## src/hw/dpot_regs.svh

```systemverilog
`ifndef DPOT_REGS_SVH
`define DPOT_REGS_SVH
// Word layout: command in the top nibble, address next, data in the low byte.
`define DPOT_WORD_W      16
`define DPOT_CMD_MSB     15
`define DPOT_CMD_LSB     12
`define DPOT_ADDR_MSB    11
`define DPOT_ADDR_LSB    8
`define DPOT_DATA_MSB    7
`define DPOT_DATA_LSB    0
`define DPOT_CHAN_BIT    8
// Nonvolatile cell count and the reset value of every cell (midscale).
`define DPOT_NV_CELLS    16
`define DPOT_NV_RESET    8'h80
// Save time to nonvolatile storage, in microseconds, and the clock rate in kHz.
`define DPOT_SAVE_US     25000
`define DPOT_CLK_KHZ     20000
`define DPOT_SAVE_CYC    ((`DPOT_SAVE_US * `DPOT_CLK_KHZ) / 1000)
`endif

```

## src/hw/dpot_pkg.sv

```systemverilog
package dpot_pkg;
   // Instruction codes carried in the command field.
   typedef enum logic [3:0] {
      DPOT_IDLE     = 4'h0,
      DPOT_NV_LOAD  = 4'h1,
      DPOT_NV_SAVE  = 4'h2,
      DPOT_NV_WRITE = 4'h3,
      DPOT_SHR_ONE  = 4'h4,
      DPOT_SHR_ALL  = 4'h5,
      DPOT_DEC_ONE  = 4'h6,
      DPOT_DEC_ALL  = 4'h7,
      DPOT_RESTORE  = 4'h8,
      DPOT_NV_READ  = 4'h9,
      DPOT_WP_READ  = 4'hA,
      DPOT_WP_WRITE = 4'hB,
      DPOT_SHL_ONE  = 4'hC,
      DPOT_SHL_ALL  = 4'hD,
      DPOT_INC_ONE  = 4'hE,
      DPOT_INC_ALL  = 4'hF
   } dpot_cmd_t;
   // Power state of the device.
   typedef enum logic [1:0] {
      DPOT_PWR_IDLE,
      DPOT_PWR_READ,
      DPOT_PWR_ACTIVE
   } dpot_pwr_t;
endpackage

```

## src/hw/dpot_sync.sv

```systemverilog
`timescale 1ns/100ps
// Two-flop synchroniser for a single level from outside the clock domain.
module dpot_sync (
   input  wire logic clk_sys,
   input  wire logic rst,
   input  wire logic async_in,
   input  wire logic rst_val,
   output logic      sync_out
);
   // First stage, read only by the second stage.
   logic meta_q;
   // Both stages load the idle level under reset.
   always_ff @(posedge clk_sys) begin
      if (rst) begin
         meta_q   <= rst_val;
         sync_out <= rst_val;
      end else begin
         meta_q   <= async_in;
         sync_out <= meta_q;
      end
   end
endmodule

```

## src/hw/dpot_wiper_alu.sv

```systemverilog
`timescale 1ns/100ps
// Computes the next value of one wiper for an adjust command.
module dpot_wiper_alu (
   input  wire logic [3:0] op,
   input  wire logic [7:0] cur,
   output logic      [7:0] nxt
);
   // Saturating step and shift arithmetic.
   always_comb begin
      unique case (op)
         4'h4, 4'h5: nxt = {1'b0, cur[7:1]};
         4'h6, 4'h7: nxt = (cur == 8'h00) ? 8'h00 : cur - 8'h01;
         4'hC, 4'hD: begin
            if (cur == 8'h00) nxt = 8'h01;
            else if (cur[7]) nxt = 8'hFF;
            else nxt = {cur[6:0], 1'b0};
         end
         4'hE, 4'hF: nxt = (cur == 8'hFF) ? 8'hFF : cur + 8'h01;
         default:    nxt = cur;
      endcase
   end
endmodule

```

## src/hw/dpot_decoder.sv

```systemverilog
`timescale 1ns/100ps
`include "dpot_regs.svh"
// Summary of operation
// - Word: command nibble, address nibble, data byte.
// - Execute only when chip select rises.
// - Command zero does nothing, enters idle power.
// - Command one loads cell to wiper, read power.
// - Command two saves wiper into its cell.
// - Command three writes data byte to cell.
// - Command four halves selected wiper.
// - Command five halves both wipers.
// - Command six decrements selected wiper, floor zero.
// - Command seven decrements both wipers, floor zero.
// - Command eight reloads both wipers from cells.
// - Command nine loads cell into readback byte.
// - Command ten loads wiper into readback byte.
// - Command eleven writes data byte to wiper.
// - Command twelve doubles selected wiper, saturating.
// - Command thirteen doubles both wipers, saturating.
// - Command fourteen increments selected wiper, ceiling.
// - Command fifteen increments both wipers, ceiling.
// - Adjust commands ignore the data byte.
// - Serial out delays input by register length.
// - Wipers reload from cells at power-up.
// - A save takes up to 25 ms.
// - Empty strobes repeat the last command, if it was an adjust command.
// - Left shift: zero gives one, high gives full.
// - Serial out released while chip select high.
module dpot_decoder #(
   parameter int SAVE_CYC = `DPOT_SAVE_CYC
) (
   input  wire logic       clk_sys,
   input  wire logic       rst,
   input  wire logic       sclk_pin,
   input  wire logic       cs_n_pin,
   input  wire logic       sdi_pin,
   output logic            serial_out_pin_o,
   output logic            serial_out_pin_oe,
   output logic [7:0]      wiper0,
   output logic [7:0]      wiper1,
   output logic            save_busy,
   output dpot_pkg::dpot_pwr_t pwr_state
);
   localparam int NVC = `DPOT_NV_CELLS;

   // Synchronised pin levels.
   logic sclk_s;
   logic cs_n_s;
   logic sdi_s;
   dpot_sync u_sync_clk (.clk_sys(clk_sys), .rst(rst), .async_in(sclk_pin),
                         .rst_val(1'b0), .sync_out(sclk_s));
   dpot_sync u_sync_sdi (.clk_sys(clk_sys), .rst(rst), .async_in(sdi_pin),
                         .rst_val(1'b0), .sync_out(sdi_s));
   // Chip select idles high, so its synchroniser resets to the deselected level.
   dpot_sync u_sync_cs (.clk_sys(clk_sys), .rst(rst), .async_in(cs_n_pin),
                        .rst_val(1'b1), .sync_out(cs_n_s));

   // Edge history of the synchronised link clock and chip select.
   logic sclk_q;
   logic cs_n_q;
   always_ff @(posedge clk_sys) begin
      if (rst) begin
         sclk_q <= 1'b0;
         cs_n_q <= 1'b1;
      end else begin
         sclk_q <= sclk_s;
         cs_n_q <= cs_n_s;
      end
   end
   // Rising link-clock edge inside a frame samples input; falling shifts output.
   logic rise;
   logic fall;
   logic cs_rise;
   assign rise    = sclk_s & ~sclk_q & ~cs_n_s;
   assign fall    = ~sclk_s & sclk_q & ~cs_n_s;
   assign cs_rise = cs_n_s & ~cs_n_q;

   // Shift register, bit counter and output bit.
   logic [15:0] shreg_q;
   logic [4:0]  bits_q;
   logic        out_bit_q;
   logic        rd_load;
   logic [7:0]  rd_byte;

   // Serial shift register: MSB first in, readback byte loaded on execution.
   always_ff @(posedge clk_sys) begin
      if (rst) begin
         shreg_q <= 16'h0000;
      end else if (rise) begin
         shreg_q <= {shreg_q[14:0], sdi_s};
      end else if (rd_load) begin
         shreg_q <= {shreg_q[15:8], rd_byte};
      end
   end

   // Counts bits of the current frame; cleared when the frame ends.
   always_ff @(posedge clk_sys) begin
      if (rst || cs_n_s) begin
         bits_q <= 5'h00;
      end else if (rise && bits_q != 5'h1F) begin
         bits_q <= bits_q + 5'h01;
      end
   end

   // Output bit follows the shift register MSB, updated on falling edges.
   always_ff @(posedge clk_sys) begin
      if (rst) begin
         out_bit_q <= 1'b1;
      end else if (cs_n_s || fall) begin
         out_bit_q <= shreg_q[15];
      end
   end
   // Open drain: pull low only for a zero bit while selected.
   assign serial_out_pin_o  = 1'b0;
   assign serial_out_pin_oe = ~cs_n_s & ~out_bit_q;

   // Decoded fields of the received word.
   dpot_pkg::dpot_cmd_t cmd;
   logic [3:0]  addr;
   logic [7:0]  data;
   logic        chan;
   assign cmd  = dpot_pkg::dpot_cmd_t'(shreg_q[`DPOT_CMD_MSB:`DPOT_CMD_LSB]);
   assign addr = shreg_q[`DPOT_ADDR_MSB:`DPOT_ADDR_LSB];
   assign data = shreg_q[`DPOT_DATA_MSB:`DPOT_DATA_LSB];
   assign chan = shreg_q[`DPOT_CHAN_BIT];

   // Adjust command remembered for repeats on empty strobes.
   logic [3:0] last_adj_q;
   logic       rep_ok_q;
   logic       rep_chan_q;  // Wiper chosen by the remembered command.
   logic       new_word;
   logic       exec;
   logic [3:0] op;
   logic       op_chan;
   assign new_word = (bits_q >= 5'h10);
   assign exec     = cs_rise && (new_word || rep_ok_q);
   assign op       = new_word ? cmd : last_adj_q;
   assign op_chan  = new_word ? chan : rep_chan_q;

   // Adjust commands are the shift and step codes.
   function automatic logic is_adj(input logic [3:0] c);
      is_adj = (c >= 4'h4 && c <= 4'h7) || (c >= 4'hC);
   endfunction
   function automatic logic is_both(input logic [3:0] c);
      is_both = c[0];
   endfunction

   // Records the adjust command for later repeats.
   always_ff @(posedge clk_sys) begin
      if (rst) begin
         last_adj_q <= 4'h0;
         rep_ok_q   <= 1'b0;
         rep_chan_q <= 1'b0;
      end else if (cs_rise && new_word) begin
         last_adj_q <= shreg_q[15:12];
         rep_ok_q   <= is_adj(shreg_q[15:12]);
         rep_chan_q <= chan;
      end
   end

   // Nonvolatile cells, all at midscale after reset.
   logic [7:0] nv_q [NVC];
   logic [7:0] w_q  [2];
   logic [7:0] alu_out [2];
   genvar gi;
   generate
      for (gi = 0; gi < 2; gi++) begin : g_alu
         dpot_wiper_alu u_alu (.op(op), .cur(w_q[gi]), .nxt(alu_out[gi]));
      end
   endgenerate

   // Readback selection for commands nine and ten.
   assign rd_load = exec && new_word && (op == 4'h9 || op == 4'hA);
   assign rd_byte = (op == 4'h9) ? nv_q[addr] : w_q[chan];

   // Save timer: counts down the nonvolatile write time.
   logic [$clog2(SAVE_CYC+1)-1:0] save_cnt_q;
   always_ff @(posedge clk_sys) begin
      if (rst) begin
         save_cnt_q <= '0;
      end else if (exec && new_word && (op == 4'h2 || op == 4'h3)) begin
         save_cnt_q <= ($clog2(SAVE_CYC+1))'(SAVE_CYC);
      end else if (save_cnt_q != '0) begin
         save_cnt_q <= save_cnt_q - 1'b1;
      end
   end
   assign save_busy = (save_cnt_q != '0);

   // Nonvolatile cell updates for save and user write.
   always_ff @(posedge clk_sys) begin
      if (rst) begin
         for (int i = 0; i < NVC; i++) nv_q[i] <= `DPOT_NV_RESET;
      end else if (exec && new_word) begin
         if (op == 4'h2) nv_q[{3'h0, chan}] <= w_q[chan];
         else if (op == 4'h3) nv_q[addr] <= data;
      end
   end

   // Wiper updates; reset models power-up refresh from the cells.
   always_ff @(posedge clk_sys) begin
      if (rst) begin
         w_q[0] <= `DPOT_NV_RESET;
         w_q[1] <= `DPOT_NV_RESET;
      end else if (exec) begin
         if (new_word && op == 4'h1) begin
            w_q[chan] <= nv_q[{3'h0, chan}];
         end else if (new_word && op == 4'h8) begin
            w_q[0] <= nv_q[0];
            w_q[1] <= nv_q[1];
         end else if (new_word && op == 4'hB) begin
            w_q[chan] <= data;
         end else if (is_adj(op)) begin
            if (is_both(op)) begin
               w_q[0] <= alu_out[0];
               w_q[1] <= alu_out[1];
            end else begin
               w_q[op_chan] <= alu_out[op_chan];
            end
         end
      end
   end
   assign wiper0 = w_q[0];
   assign wiper1 = w_q[1];

   // Power state: idle after command zero, read after command one.
   always_ff @(posedge clk_sys) begin
      if (rst) begin
         pwr_state <= dpot_pkg::DPOT_PWR_IDLE;
      end else if (exec && new_word) begin
         unique case (op)
            4'h0:    pwr_state <= dpot_pkg::DPOT_PWR_IDLE;
            4'h1:    pwr_state <= dpot_pkg::DPOT_PWR_READ;
            default: if (pwr_state != dpot_pkg::DPOT_PWR_READ)
                        pwr_state <= dpot_pkg::DPOT_PWR_ACTIVE;
         endcase
      end
   end
endmodule

```

## config.mk

```make
export PLATFORM = sky130hd
export DESIGN_NAME = dpot_decoder
export DESIGN_NICKNAME = d
export VERILOG_FILES = /design/src/hw/dpot_pkg.sv /design/src/hw/dpot_sync.sv /design/src/hw/dpot_wiper_alu.sv /design/src/hw/dpot_decoder.sv
export VERILOG_INCLUDE_DIRS = /design/src /design/src/hw
export SDC_FILE = /design/constraint.sdc
export NUM_CORES = 1
export LEC_CHECK = 0
export BUFFER_PORTS_ARGS = -buffer_cell sky130_fd_sc_hd__buf_4
export CAP_MARGIN = 20
export CELL_PAD_IN_SITES_DETAIL_PLACEMENT = 0
export CELL_PAD_IN_SITES_GLOBAL_PLACEMENT = 1
export CORE_ASPECT_RATIO = 2
export CORE_MARGIN = 3
export CORE_UTILIZATION = 35
export DETAILED_ROUTE_END_ITERATION = 6
export GPL_TIMING_DRIVEN = 0
export PLACE_DENSITY = 0.65
export SETUP_SLACK_MARGIN = 0.2
export SLEW_MARGIN = 20
export SYNTH_ARGS = -nofsm -noshare
export SYNTH_HDL_FRONTEND = slang
export SYNTH_SLANG_ARGS = --single-unit
```

## constraint.sdc

```tcl
create_clock -name clk_sys -period 6.4 [get_ports clk_sys]
set_input_delay 1.28 -clock clk_sys [delete_from_list [all_inputs] [get_ports clk_sys]]
set_output_delay 1.28 -clock clk_sys [all_outputs]
set_load 0.05 [all_outputs]
```

==> summary.txt <==
# IOs - 26
Maximum buffer depth of the clock tree - 3
Die Area - 0.0332 mm2
Register area share after synthesis - 0.512
Outcome - finished, final reports clean
Critical Path RT - 5.12 ns
Latest clock arrival within the worst-skew pair - 0.51 ns
Ratio of cells with drive above 1 in the final layout - 0.154
Fin. Hold Viols - 0
Fin nets - 1066
CTS Buf Count - 20
Peak supply drop - 0.140 mV
CTS H-Tree Depth - 1
1st-iter DRT viols - 512
Overflow after GRT - 0
Layout overhead on the synthesized area - 12.0%
DRC errors left - 0
Power per cell area - 266 mW/mm2
Core area - 0.0303 mm2
Leakage Power - 4.03 nW
RSZ-0062 raised after global routing - no
CP Class - reg2out
Yosys top cell area share - 0.400
Register area - 0.00555 mm2
Cts hold-fix bufs - 0
First-pass GRT wire length - 50200 um
Startpoint types - register
Clock slew at reported path FFs - 0.06 ns
# clock sinks - 205
GR Util All Layers - 0.205
Clk root buf - clkbuf_16
Most common cell after layout, fill and taps aside - nor2_1
Maxcap violations - 0
Worst-path maximum fanout - 9
FF+latch count, synth - 205
Die height - 255 um
Post-synth EDFFs - 144
Min Clock Period, post-route - 3.61 ns
Fin crit share - 0.564
Ys Warns - 0
CP arrival - 2.33 ns
Routability congestion estimate - 0.893
Pin count of the biggest net entering global routing - 16
Worst Max-Slew Pin Slew - 0.893 ns
Routed vias - 8131
Synth Area per Inst - 10.8 um2
Synth area leaders - edfxtp_1 (40%), dfxtp_1 (11%), mux4_2 (8.3%)
Routed Antenna Nets - 0
Post-synth cell types - 81
Synth Net Count - 1020
Post-CTS Setup Repair Bufs - 0
PnR Total Power - 3.22 mW
Synth area leader - edfxtp_1
Detailed Route WL - 33500 um
Final setup viols - 0
Async set or reset register ratio after synthesis - 0
Drt wl/cell - 23.3 um
Initial antenna violation count - 0
Vias in the first global route - 8316
Via-to-Cell Ratio - 5.67
Drt pass-1 iters - 7
Synthesized area - 0.0108 mm2
Worst Setup End Kind - output port
Dpl hpwl - 26100 um
Row count - 90
Top_reg_cell synth - edfxtp_1
Post-Syn Instances - 1006
Worst hold-check path type - reg2reg
Fillers - 2996
Worst Skew - 0.0111 ns
Most frequent cells in the layout - nor2_1 (172), edfxtp_1 (144), nand2_1 (93), dfxtp_1 (61), a21oi_1 (53)
CTS tree - built
Starting Density - 0.357
Antenna cells - 0
Port Buffers - 24
Max frequency - 0.277 GHz
Die X - 130 um
Count of pins over their slew limit - 0
Post-CTS Resized - 0
Setup TNS - 0 ns
Slew HR - 0.387
Area occupied by multi-input gates - 0.00489 mm2
==> cell families (layout without fill, tap and decap cells) <==
family          count (synthesis)  after routing  share of synthesized area
mux                            70             70                      0.113
other cells                     1              1                   0.000347
simple gates                  436            436                      0.200
flops                         205            205                      0.512
buf+inv                        87            147                     0.0357
fa+ha+maj                       9              9                     0.0104
compound gates                171            171                      0.106
xor+xnor                       27             27                     0.0219
==> final timing paths <==
path	slack, ns	to	cells after the start	start
worst max-delay path	2.79	save_busy	4	save_cnt_q[10]
worst min-delay path	0.42	u_sync_cs.sync_out	1	u_sync_cs.meta_q
worst max register to register	3.08	nv_q[2][2]	7	bits_q[4]
worst min register to register	0.42	u_sync_cs.sync_out	1	u_sync_cs.meta_q
==> power breakdown <==
part           internal (mW)  switching [mW]  total (mW)
logic                  0.186           0.274       0.460
clock network          0.675           0.517        1.19
registers               1.50          0.0668        1.57
==> worst max-delay path, cell delays in order (launching register included) <==
cell and delay [ns]:
dfxtp_1 0.35, or4_1 0.62, nor2_1 0.26, nand4_2 0.29, buf_4 0.30
==> final cells by class <==
class / count / share of cell area
sequential: 205 / 0.458
tap: 368 / 0.0380
clock inverter: 11 / 0.00650
inverter: 15 / 0.00465
multi-input combinational: 714 / 0.404
buffer: 72 / 0.0273
clock buffer: 25 / 0.0472
timing repair buffer: 24 / 0.0149
==> synthesized netlist by cell type (all sizes together), types with 9 or more instances <==
| cell type | n |
|---|---|
| nor2 | 173 |
| clkbuf | 43 |
| o21ai | 31 |
| xnor2 | 14 |
| or4 | 9 |
| nand2b | 32 |
| nand4 | 11 |
| inv | 15 |
| a21oi | 57 |
| dfxtp | 61 |
| o211ai | 12 |
| buf | 29 |
| nor4 | 11 |
| edfxtp | 144 |
| ha | 9 |
| mux2i | 20 |
| a22oi | 10 |
| mux4 | 40 |
| mux2 | 10 |
| nor3 | 18 |
| xor2 | 13 |
| nand2 | 93 |
| nand3 | 29 |
==> per-layer routing <==
metal | global-route usage | part of all wire | routed length (um) | up-vias
met4 | 0.127 | 0.067 | 2230 | 0
met2 | 0.413 | 0.59 | 19800 | 223
met3 | 0.0182 | 0.027 | 894 | 92
li1 | - | - | - | 3814
met5 | 0 | 0 | 0 | -
met1 | 0.188 | 0.32 | 10600 | 4002
==> stage by stage <==
step	util	std cells	hold slack [ns]	area (um2)	setup WS, ns
after floorplan	-	1006	0.389	10800	3.38
after global placement	0.378	1398	0.395	11500	2.45
after detailed placement	0.379	1398	0.405	11500	2.45
after CTS	0.400	1434	0.423	12100	2.79
after global routing	0.400	1434	0.437	12100	2.67
final	0.400	1434	0.422	12100	2.79
==> registers in the layout, indices dropped and copies added (netlist names), 2 cells and up, named ones only <==
name and flops:
nv_q 128, save_cnt_q 19, shreg_q 16, w_q 16, bits_q 5, last_adj_q 4, pwr_state 2
No activity file was read; power rests on OpenSTA's default activity.
